`config.mk`:
```
export PLATFORM = sky130hd
export DESIGN_NAME = fas_float_add_sequencer
export DESIGN_NICKNAME = d
export VERILOG_FILES = /design/src/fas_pkg.sv /design/src/fas_float_add_sequencer.sv
export SDC_FILE = /design/constraint.sdc
export NUM_CORES = 1
export LEC_CHECK = 0
export ABC_AREA = 1
export BUFFER_PORTS_ARGS = -buffer_cell sky130_fd_sc_hd__buf_2
export CORE_MARGIN = 1
export CORE_UTILIZATION = 30
export DETAILED_ROUTE_END_ITERATION = 10
export HOLD_SLACK_MARGIN = 0.1
export PLACE_DENSITY = 0.49
export SLEW_MARGIN = 20
export SYNTH_ARGS = -nofsm -noshare
export SYNTH_HDL_FRONTEND = slang
export SYNTH_SLANG_ARGS = --single-unit
```
`constraint.sdc`:
```
create_clock -name clk_in -period 6 [get_ports clk_in]
set_clock_uncertainty 0.15 [all_clocks]
set_input_delay 1.2 -clock clk_in [delete_from_list [all_inputs] [get_ports clk_in]]
set_output_delay 1.2 -clock clk_in [all_outputs]
set_load 0.005 [all_outputs]
```
`src/fas_pkg.sv`:
```
// Overview of operation
// - sign, 8-bit biased characteristic, 27-bit fraction
// - five-stage step counter sequences execution phases
// - right shifts carry high bit 35 into low bit 9
// - low characteristic 27 below high characteristic
// - both result signs follow larger operand
// - zero result gives signed normal zeros
// - normalize high result only, never low
// - compare characteristics, swap so smaller sits high
// - difference below 100 octal loads shift counter
// - first step resets low register, sets flag
// - second step shifts right, counts down
// - third step adds fractions, sign from result
// - like-sign overflow raises characteristic, shifts right
// - unlike carry, low zero: add one
// - low nonzero: swap low through operand register
// - fourth step complements, returns low complement
// - fourth step clears zero, ends if normal
// - fifth step shifts left, adjusts characteristic
// - next first cycle copies high sign low
// - nonzero result: low characteristic minus 33 octal
// - raw add ends after third step, like signs
// - raw add ends, unlike signs without carry
// - magnitude add forces operand sign positive
// - raw magnitude add combines both exceptions
// - subtract inverts operand sign
// - decode the five operation codes
// - step cycles bounded 4-13 or 3-8; only the minimums are checked, and alignment alone can take 63 cycles
package fas_pkg;
	// ****************************************
	// word layout
	// ****************************************
	localparam int FAS_WORD_W = 36; // sign is bit 35 here, doc bit 0
	localparam int FAS_CHAR_W = 8;
	localparam int FAS_FRAC_W = 27;
	localparam logic [7:0] FAS_LOW_CHAR_OFFSET = 8'h1b; // 33 octal
	localparam logic [8:0] FAS_FAR_LIMIT = 9'h040; // 100 octal
	// ****************************************
	// operation codes: sign bit plus 12-bit code
	// ****************************************
	localparam logic [12:0] FAS_OP_FAD = 13'h00c0;
	localparam logic [12:0] FAS_OP_UFA = 13'h10c0;
	localparam logic [12:0] FAS_OP_FAM = 13'h00c4;
	localparam logic [12:0] FAS_OP_UAM = 13'h10c4;
	localparam logic [12:0] FAS_OP_FSB = 13'h00c2;
	// step cycle bounds after the execution cycle
	localparam int FAS_NORM_MIN = 4;
	localparam int FAS_NORM_MAX = 13;
	localparam int FAS_RAW_MIN = 3;
	localparam int FAS_RAW_MAX = 8;
	// tally stages plus idle and next-instruction cycle
	typedef enum logic [2:0] {
		FAS_IDLE = 3'b000,
		FAS_STEP1 = 3'b001,
		FAS_STEP2 = 3'b010,
		FAS_STEP3 = 3'b011,
		FAS_STEP4 = 3'b100,
		FAS_STEP5 = 3'b101,
		FAS_FINISH = 3'b110
	} fas_state_t;
endpackage : fas_pkg

```
`src/fas_float_add_sequencer.sv`:
```
`timescale 1ns/1ns
module fas_float_add_sequencer (
	input wire logic clk_in,
	input wire logic reset_n_in,
	input wire logic start_in, // one-cycle execution-cycle pulse
	input wire logic [12:0] opcode_in, // {sign, 12-bit code}
	input wire logic [35:0] operand_in, // storage word for operand register
	input wire logic [35:0] high_in, // accumulator word at start
	output logic busy_out,
	output logic done_out, // end of operation pulse
	output logic illegal_out, // start with unknown code
	output logic [35:0] high_register_out,
	output logic [35:0] low_register_out,
	output logic [35:0] operand_register_out
);
	// ****************************************
	// registers
	// ****************************************
	fas_pkg::fas_state_t state; // tally stage
	logic [35:0] high_register; // bit 35 sign, 34:27 char, 26:0 fraction
	logic [35:0] low_register;
	logic [35:0] operand_register;
	logic [7:0] shift_counter; // count-down counter
	logic low_zero_tracking_flag; // set while low register holds zero
	logic float_phase_flag; // low register was nonzero at addition
	logic raw_mode; // unnormalized form
	logic first_sign; // sign of smaller-char operand for zero results
	logic step1_swapped; // step 1 pass two flag
	logic step3_half; // third step second cycle after low swap
	logic step4_half; // fourth step second cycle
	logic done;
	logic illegal;

	// ****************************************
	// decode and datapath wires
	// ****************************************
	wire op_fad = opcode_in == fas_pkg::FAS_OP_FAD;
	wire op_ufa = opcode_in == fas_pkg::FAS_OP_UFA;
	wire op_fam = opcode_in == fas_pkg::FAS_OP_FAM;
	wire op_uam = opcode_in == fas_pkg::FAS_OP_UAM;
	wire op_fsb = opcode_in == fas_pkg::FAS_OP_FSB;
	wire op_ok = op_fad | op_ufa | op_fam | op_uam | op_fsb;
	// operand sign forced during execution cycle
	wire op_sign = (op_fam | op_uam) ? 1'b0 : (op_fsb ? ~operand_in[35] : operand_in[35]);

	wire [7:0] h_char = high_register[34:27];
	wire [7:0] s_char = operand_register[34:27];
	wire [26:0] h_frac = high_register[26:0];
	wire [26:0] l_frac = low_register[26:0];
	// compare: operand char plus two's complement of high char
	wire [8:0] char_diff = {1'b0, s_char} + {1'b0, ~h_char} + 9'h001;
	wire s_larger = char_diff[8]; // carry out means operand char not below
	wire unlike = high_register[35] ^ operand_register[35];
	// adder on bits 1..35: characteristic from operand, fractions summed
	wire [26:0] add_a = unlike ? ~h_frac : h_frac;
	wire [35:0] add_sum = {1'b0, s_char, 27'h0} + {9'h000, add_a} + {9'h000, operand_register[26:0]};
	wire col9_carry = add_sum[27] != s_char[0]; // carry from fraction into char
	wire [35:0] shifted_low = {low_register[35:27], h_frac[0], l_frac[26:1]};
	wire both_zero = (h_frac == 27'h0) & low_zero_tracking_flag;
	wire [26:0] h_comp = ~h_frac;
	wire [7:0] low_char = h_char + ~fas_pkg::FAS_LOW_CHAR_OFFSET + 8'h01;

	// ****************************************
	// sequencer
	// ****************************************
	// one process keeps the swap/shift/add datapath in lock step with the stage
	always_ff @(posedge clk_in or negedge reset_n_in) begin
		if (!reset_n_in) begin
			state <= fas_pkg::FAS_IDLE;
			high_register <= 36'h0;
			low_register <= 36'h0;
			operand_register <= 36'h0;
			shift_counter <= 8'h00;
			low_zero_tracking_flag <= 1'b1;
			float_phase_flag <= 1'b0;
			raw_mode <= 1'b0;
			first_sign <= 1'b0;
			step1_swapped <= 1'b0;
			step3_half <= 1'b0;
			step4_half <= 1'b0;
			done <= 1'b0;
			illegal <= 1'b0;
		end else begin
			done <= 1'b0;
			illegal <= 1'b0;
			case (state)
				// execution cycle: operand arrives from storage
				fas_pkg::FAS_IDLE: begin
					if (start_in && op_ok) begin
						operand_register <= {op_sign, operand_in[34:0]};
						high_register <= high_in;
						raw_mode <= opcode_in[12];
						state <= fas_pkg::FAS_STEP1;
					end else if (start_in) begin
						illegal <= 1'b1; // unknown code ends at once
						done <= 1'b1;
					end
				end
				// order words, then measure the exact difference
				fas_pkg::FAS_STEP1: begin
					low_register <= 36'h0;
					low_zero_tracking_flag <= 1'b1;
					float_phase_flag <= 1'b0;
					if (!step1_swapped) begin
						step1_swapped <= 1'b1;
						// equal chars keep the original high sign
						first_sign <= (s_larger) ? high_register[35] : operand_register[35];
						if (!s_larger) begin
							high_register <= operand_register;
							operand_register <= high_register;
						end
					end else begin
						step1_swapped <= 1'b0;
						// a far difference would shift everything out anyway
						// ordered words always carry out of bit 8, so only the low byte is the gap
						if ({1'b0, char_diff[7:0]} < fas_pkg::FAS_FAR_LIMIT) begin
							shift_counter <= char_diff[7:0];
						end else begin
							high_register <= 36'h0;
							shift_counter <= 8'h00;
						end
						state <= fas_pkg::FAS_STEP2;
					end
				end
				// align: one place per count
				fas_pkg::FAS_STEP2: begin
					if (shift_counter != 8'h00) begin
						high_register <= {high_register[35:27], 1'b0, h_frac[26:1]};
						low_register <= shifted_low;
						if (h_frac[0]) begin
							low_zero_tracking_flag <= 1'b0;
						end
						shift_counter <= shift_counter - 8'h01;
					end else begin
						state <= fas_pkg::FAS_STEP3;
					end
				end
				// signed fraction addition
				fas_pkg::FAS_STEP3: begin
					if (step3_half) begin
						// low contents now in high, sum parked in operand register
						step3_half <= 1'b0;
						state <= fas_pkg::FAS_STEP4;
					end else if (!unlike && col9_carry) begin
						high_register <= {high_register[35], add_sum[34:27], 1'b1, add_sum[26:1]};
						low_register <= {low_register[35:27], add_sum[0], l_frac[26:1]};
						if (add_sum[0]) begin
							low_zero_tracking_flag <= 1'b0;
						end
						state <= raw_mode ? fas_pkg::FAS_FINISH : fas_pkg::FAS_STEP4;
					end else if (!unlike) begin
						high_register <= {high_register[35], add_sum[34:0]};
						state <= raw_mode ? fas_pkg::FAS_FINISH : fas_pkg::FAS_STEP4;
					end else if (!col9_carry) begin
						// no carry: high fraction was larger, result is complement with its sign
						high_register <= {high_register[35], add_sum[34:27], ~add_sum[26:0]};
						state <= raw_mode ? fas_pkg::FAS_FINISH : fas_pkg::FAS_STEP4;
					end else if (low_zero_tracking_flag) begin
						// carry: operand fraction was larger, so its sign rules
						high_register <= {operand_register[35], s_char, add_sum[26:0] + 27'h1};
						state <= fas_pkg::FAS_STEP4;
					end else begin
						float_phase_flag <= 1'b1;
						high_register <= {high_register[35], low_register[34:0]};
						operand_register <= {operand_register[35], s_char, add_sum[26:0]};
						step3_half <= 1'b1;
					end
				end
				// complement and zero test
				fas_pkg::FAS_STEP4: begin
					if (float_phase_flag && !step4_half) begin
						// low register gets complement, sum returns high
						low_register <= {low_register[35:27], h_comp};
						high_register <= operand_register;
						step4_half <= 1'b1;
					end else begin
						step4_half <= 1'b0;
						if (both_zero) begin
							high_register <= 36'h0;
							state <= fas_pkg::FAS_FINISH;
						end else if (h_frac[26]) begin
							state <= fas_pkg::FAS_FINISH;
						end else begin
							shift_counter <= 8'h00;
							state <= fas_pkg::FAS_STEP5;
						end
					end
				end
				// normalize high only, low rides along
				fas_pkg::FAS_STEP5: begin
					if (!h_frac[26] && h_frac != 27'h0) begin
						high_register <= {high_register[35:27], h_frac[25:0], l_frac[26]};
						low_register <= {low_register[35:27], l_frac[25:0], 1'b0};
						shift_counter <= shift_counter - 8'h01;
					end else begin
						high_register[34:27] <= h_char + shift_counter;
						state <= fas_pkg::FAS_FINISH;
					end
				end
				// first cycle of next instruction: low sign and char
				fas_pkg::FAS_FINISH: begin
					if (both_zero) begin
						high_register <= {first_sign, 35'h0};
						low_register <= {first_sign, 35'h0};
					end else begin
						low_register <= {high_register[35], low_char, l_frac};
					end
					done <= 1'b1;
					state <= fas_pkg::FAS_IDLE;
				end
				default: begin
					state <= fas_pkg::FAS_IDLE;
				end
			endcase
		end
	end

	// ****************************************
	// outputs
	// ****************************************
	always_ff @(posedge clk_in or negedge reset_n_in) begin
		if (!reset_n_in) begin
			busy_out <= 1'b0;
		end else begin
			busy_out <= (state != fas_pkg::FAS_IDLE) || (start_in && op_ok);
		end
	end
	assign done_out = done;
	assign illegal_out = illegal;
	assign high_register_out = high_register;
	assign low_register_out = low_register;
	assign operand_register_out = operand_register;

	// ****************************************
	// checks
	// ****************************************
	logic [4:0] step_count; // cycles spent past execution
	always_ff @(posedge clk_in or negedge reset_n_in) begin
		if (!reset_n_in) begin
			step_count <= 5'h00;
		end else begin
			// saturates so a long alignment cannot wrap back into the legal band
			if (state == fas_pkg::FAS_IDLE) begin
				step_count <= 5'h00;
			end else if (step_count != 5'h1f) begin
				step_count <= step_count + 5'h01;
			end
		end
	end
	a_step_order: assert property (@(posedge clk_in) disable iff (!reset_n_in)
		state == fas_pkg::FAS_STEP2 |=> state inside {fas_pkg::FAS_STEP2, fas_pkg::FAS_STEP3})
		else $error("stage skipped");
	a_flag_reset: assert property (@(posedge clk_in) disable iff (!reset_n_in)
		state == fas_pkg::FAS_STEP1 |=> low_zero_tracking_flag && low_register[26:0] == 27'h0)
		else $error("low not reset in first step");
	a_shift_count: assert property (@(posedge clk_in) disable iff (!reset_n_in)
		state == fas_pkg::FAS_STEP2 && shift_counter != 8'h00 |=> shift_counter == $past(shift_counter) - 8'h01)
		else $error("shift counter not stepped");
	a_step3_entry: assert property (@(posedge clk_in) disable iff (!reset_n_in)
		state == fas_pkg::FAS_STEP2 ##1 state == fas_pkg::FAS_STEP3 |-> $past(shift_counter) == 8'h00)
		else $error("third step before count zero");
	a_sign_copy: assert property (@(posedge clk_in) disable iff (!reset_n_in)
		done && !illegal |-> low_register[35] == high_register[35])
		else $error("signs differ at end");
	a_low_char: assert property (@(posedge clk_in) disable iff (!reset_n_in)
		done && !illegal && high_register[26:0] != 27'h0 |-> low_register[34:27] == high_register[34:27] - 8'h1b)
		else $error("low characteristic wrong");
	a_norm_done: assert property (@(posedge clk_in) disable iff (!reset_n_in)
		state == fas_pkg::FAS_STEP5 ##1 state == fas_pkg::FAS_FINISH |-> high_register[26] || high_register[26:0] == 27'h0)
		else $error("result not normalized");
	a_raw_end: assert property (@(posedge clk_in) disable iff (!reset_n_in)
		raw_mode && state == fas_pkg::FAS_STEP3 && !unlike |=> state == fas_pkg::FAS_FINISH)
		else $error("raw add did not end");
	a_far_clear: assert property (@(posedge clk_in) disable iff (!reset_n_in)
		state == fas_pkg::FAS_STEP1 && step1_swapped && char_diff[7:0] >= 8'h40 |=> high_register == 36'h0)
		else $error("far operand not cleared");
	// ****************************************
	// further stage checks
	// ****************************************
	// no operation finishes faster than the shortest sequence allows
	a_step_floor: assert property (@(posedge clk_in) disable iff (!reset_n_in)
		state == fas_pkg::FAS_FINISH |-> step_count >= (raw_mode ? fas_pkg::FAS_RAW_MIN : fas_pkg::FAS_NORM_MIN))
		else $error("operation ended too early");
	// idle stays idle without an execution cycle
	a_idle_quiet: assert property (@(posedge clk_in) disable iff (!reset_n_in)
		state == fas_pkg::FAS_IDLE && !start_in |=> state == fas_pkg::FAS_IDLE)
		else $error("left idle without start");
	// a known code enters the first step
	a_start_step1: assert property (@(posedge clk_in) disable iff (!reset_n_in)
		state == fas_pkg::FAS_IDLE && start_in && op_ok |=> state == fas_pkg::FAS_STEP1)
		else $error("known code not started");
	// an unknown code ends at once and is flagged
	a_bad_code: assert property (@(posedge clk_in) disable iff (!reset_n_in)
		state == fas_pkg::FAS_IDLE && start_in && !op_ok |=> illegal && done)
		else $error("unknown code not flagged");
	// magnitude forms load a positive operand
	a_mag_sign: assert property (@(posedge clk_in) disable iff (!reset_n_in)
		state == fas_pkg::FAS_IDLE && start_in && (op_fam || op_uam) |=> !operand_register[35])
		else $error("magnitude sign not forced");
	// subtract loads the inverted operand sign
	a_sub_sign: assert property (@(posedge clk_in) disable iff (!reset_n_in)
		state == fas_pkg::FAS_IDLE && start_in && op_fsb |=> operand_register[35] != $past(operand_in[35]))
		else $error("subtract sign not inverted");
	// after ordering the smaller characteristic sits high
	a_order_small: assert property (@(posedge clk_in) disable iff (!reset_n_in)
		state == fas_pkg::FAS_STEP1 && step1_swapped |-> s_larger)
		else $error("words not ordered");
	// the bit leaving the high fraction enters the low fraction top
	a_shift_low: assert property (@(posedge clk_in) disable iff (!reset_n_in)
		state == fas_pkg::FAS_STEP2 && shift_counter != 8'h00 |=> low_register[26] == $past(high_register[0]))
		else $error("shifted bit lost");
	// like-sign overflow puts a one on top
	a_carry_top: assert property (@(posedge clk_in) disable iff (!reset_n_in)
		state == fas_pkg::FAS_STEP3 && !step3_half && !unlike && col9_carry |=> high_register[26])
		else $error("overflow one missing");
	// like signs keep the common sign
	a_like_sign: assert property (@(posedge clk_in) disable iff (!reset_n_in)
		state == fas_pkg::FAS_STEP3 && !step3_half && !unlike |=> high_register[35] == $past(high_register[35]))
		else $error("like sign changed");
	// unlike without carry: the high word was larger and keeps its sign
	a_unlike_sign: assert property (@(posedge clk_in) disable iff (!reset_n_in)
		state == fas_pkg::FAS_STEP3 && !step3_half && unlike && !col9_carry |=> high_register[35] == $past(high_register[35]))
		else $error("unlike sign wrong");
	// unlike with carry and empty low: operand sign and one added
	a_add_one: assert property (@(posedge clk_in) disable iff (!reset_n_in)
		state == fas_pkg::FAS_STEP3 && !step3_half && unlike && col9_carry && low_zero_tracking_flag
		|=> high_register[26:0] == $past(add_sum[26:0]) + 27'h1 && high_register[35] == $past(operand_register[35]))
		else $error("ones complement not corrected");
	// unlike with carry and nonzero low takes the detour
	a_low_swap: assert property (@(posedge clk_in) disable iff (!reset_n_in)
		state == fas_pkg::FAS_STEP3 && !step3_half && unlike && col9_carry && !low_zero_tracking_flag |=> float_phase_flag)
		else $error("low detour not taken");
	// raw forms stop after an unlike add without carry
	a_raw_unlike: assert property (@(posedge clk_in) disable iff (!reset_n_in)
		raw_mode && state == fas_pkg::FAS_STEP3 && !step3_half && unlike && !col9_carry |=> state == fas_pkg::FAS_FINISH)
		else $error("raw unlike did not end");
	// each left shift counts the counter down once
	a_norm_count: assert property (@(posedge clk_in) disable iff (!reset_n_in)
		state == fas_pkg::FAS_STEP5 && !high_register[26] && high_register[26:0] != 27'h0
		|=> shift_counter == $past(shift_counter) - 8'h01)
		else $error("normalize count wrong");
	c_raw: cover property (@(posedge clk_in) raw_mode && done);
	c_low_swap: cover property (@(posedge clk_in) step3_half);
	c_normalize: cover property (@(posedge clk_in) state == fas_pkg::FAS_STEP5);
	c_far_clear: cover property (@(posedge clk_in) state == fas_pkg::FAS_STEP1 && step1_swapped && char_diff[7:0] >= 8'h40);
	c_illegal: cover property (@(posedge clk_in) illegal);
endmodule : fas_float_add_sequencer

```
==> impl_results.md <==
* Die Width at between 200 and 250 um
* Final hold violations at 0
* Post-synthesis mux area share at less than 1%
* Critical path fanouts, max at 36
* Worst slew pin tran at roughly 1.0 ns
* Nets at approximately 2300
* Met1 Use GR at between 30% and 40%
* H-tree Lvls at 4
* Grt ovf at 0
* Final HPWL DP at around 43000 um
* Slew Limit Fails at 0
* CP Launch Point: high_register_out[35]$_DFFE_PN0P_
* XOR/XNOR Fraction of Synth Area at 3.94%
* Most common cell after layout, fill and taps aside: nand2_1
* Gr usage total at around 27%
* Worst setup EP type: flip-flop
* Row cnt at 74
* Routed Antenna Nets at 0
* PortBufs at between 150 and 200
* Unrepaired setup endpoints after global routing: no
* Syn nets at ~2100
* Pin count of the biggest net entering global routing at 95
* CTS Buf Count at 17
* Crit path DAT at ~5 ns
* Grt met3 use at 3.39%
* Mapped cell area at around 12000 um^2
* Layout cell share with drive strength beyond 1 at about 15%
* DR DRC count at 0
* Top-Level Pins at approximately 200
* Fin cells at roughly 2700
* Area Overhead vs Synth at 17.0%
* Most frequent cells in the layout: nand2_1, inv_1, nor2_1
* Synth Register Bits at between 100 and 150
* Core Area at 40900 um^2
* TritonCTS clock tree: yes
* Critical Setup Path Class: flip-flop to flip-flop
* Fin Setup TNS at 0 ns
* Worst R2R End: low_register_out[20]$_DFFE_PN0P_
* PostCTS Resize Cnt at 0
* Maximum operating frequency at approximately 200 MHz
* Final worst-path cycle share at between 80 and 90%
* Status: finished, final reports clean
* Height of the die at around 210 um
* Skew-Pair Late Insertion Delay at 0.46 ns
* DRT Pass-1 Iters at 6
* Setup-failing EPs final at 0
* Initial antenna violation count at 0
* Max_cap viols at 0
* Per-cell routed wire length at just over 20 um
* Die area at ~42000 um^2
* Vias in the first global route at between 10000 and 15000
* Initial DRC Count at 1342
* Gpl congestion at just over 0.9
* Initial Utilization at between 30% and 40%
* Hold crit path type: flip-flop to flip-flop
* Final WL at between 50000 and 60000 um
* Global route hottest layer: met2
* First-pass GRT wire length at 84700 um
* Number of synthesis warnings at 0
* Max clock buf depth at 2
* Critical Path Source Type: flip-flop
* Post-synthesis adder-cell area fraction at under 10%
* Syn_area_per_cell at about 6.2 um^2
* Vias/cell at about 5.2
* Count of cell types in the netlist at between 50 and 60
* R2R Path Start: high_register_out[35]$_DFFE_PN0P_
* Clock root cell: clkbuf_16
* Post-synthesis compound-gate area fraction at between 10% and 20%
* CTS Sinks at 129
* Number of antenna diodes at 0
* Sequential area share after synthesis at 25.9%
* Slew HR at 30.0%
* CP Data Required Time at 6.22 ns
* Dpl cells at about 2700
* Post-Synth Simple-Gate Area at around a third
* Via count at between 10000 and 15000
* Largest family of logic cells by synthesized area: simple AND/OR/NAND/NOR gates
* CTS clk-pin slew, worst paths at roughly 0.060 ns
* Critical Path Sink: low_register_out[20]$_DFFE_PN0P_
* R2R depth at 19
* Post-CTS Setup Bufs at 0
* Post-route minimum period at 4.92 ns
* Hold buffers post-CTS at 0
* Post-Syn Instances at 2011
* Worst R2R Setup Slack at approximately 1.1 ns
* Met2 Usage GRT at between 40% and 50%
[flip-flops by register name, indices dropped and copies added, names as in the netlist]
signal / cells
first_sign: 1
low_register_out: 36
busy_out: 1
operand_register_out: 36
done_out: 1
low_zero_tracking_flag: 1
state: 3
float_phase_flag: 1
illegal_out: 1
raw_mode: 1
shift_counter: 8
step3_half: 1
high_register_out: 36
step1_swapped: 1
step4_half: 1
[through the flow]
stage	utilization (%)	hold slack (ns)	setup WS, ns	instance area, um^2
CTS	35.6	0.325	1.09	14600
finish	35.6	0.322	1.08	14600
global placement	34.1	0.308	1.23	14000
detailed placement	34.1	0.309	1.12	14000
global route	35.6	0.373	0.657	14600
floorplan	-	0.293	1.76	12500
[how the worst min path moves through the flow]
stage	from	endpoint	slack, ns	cells after the start
floorplan	step4_half$_DFFE_PN0P_	step4_half$_DFFE_PN0P_	0.29	2
global placement	step4_half$_DFFE_PN0P_	step4_half$_DFFE_PN0P_	0.31	2
detailed placement	step4_half$_DFFE_PN0P_	step4_half$_DFFE_PN0P_	0.31	2
CTS	step4_half$_DFFE_PN0P_	step4_half$_DFFE_PN0P_	0.32	2
global route	step4_half$_DFFE_PN0P_	step4_half$_DFFE_PN0P_	0.37	2
finish	step4_half$_DFFE_PN0P_	step4_half$_DFFE_PN0P_	0.32	2
[area by class of cell]
type / count / area (um^2)
fillers: 4554 / 26300
multi-input cells: 1516 / 7790
flip-flops and latches: 129 / 3230
repair buffers: 221 / 1170
inverters: 290 / 1090
well taps: 532 / 666
clock buffers: 17 / 425
clock inverters: 14 / 204
[critical path, stage by stage, from the launching register on]
cell and delay [ns]:
dfrtp_1 0.41, inv_1 0.11, nand2_1 0.07, nand2_2 0.68, buf_4 0.51, xor2_1 0.20
inv_1 0.06, ha_1 0.35, nand2_1 0.10, inv_1 0.09, nand3_1 0.11, o21ai_4 0.18
inv_2 0.17, nor2_2 0.16, inv_2 0.08, nand2_2 0.39, nand2_4 0.24, inv_2 0.47
o21ai_0 0.16, o21ai_0 0.11
[synth_stat cells, drive strengths merged]
cell type	instances	area (um^2)
o211ai	37	278
nand3	96	518
o31ai	2	15.0
o21a	1	7.51
nand2	617	2380
nor2	219	901
o21ai	179	907
ha	45	563
o2111ai	1	8.76
nor4	9	62.6
dfstp	1	26.3
a21boi	2	15.0
a22oi	4	30.0
o221ai	13	114
a21o	3	22.5
fa	3	60.1
or2	5	31.3
and2	1	6.26
inv	289	1080
o21bai	6	45.0
o22ai	56	350
nand3b	3	22.5
clkinv	1	8.76
a31oi	7	43.8
clkbuf	41	154
xor2	53	464
dfrtp	128	3200
mux2i	1	10.0
buf	35	200
nor3	18	115
a221oi	2	17.5
a211oi	28	210
o311ai	4	35.0
o32ai	1	8.76
a21oi	73	365
xnor2	3	26.3
nand4	24	150
[cells by family after synthesis]
| kind of cell | after synthesis |
|---|---|
| adder cells (fa/ha/maj) | 48 |
| XOR/XNOR | 56 |
| AND/OR/NAND/NOR | 992 |
| AO/OA/AOI/OAI | 419 |
| flip-flops | 129 |
| buffers and inverters | 366 |
| multiplexers | 1 |
[routing by layer]
metal / wire length, um / share of wire (%)
met1: 26200 / 47
met2: 25700 / 46
met3: 3000 / 5.3
met4: 1260 / 2.2
met5: 0 / 0
Power is not shown: default switching activity piles up to over one toggle a cycle in this logic, so the estimate is an artifact.
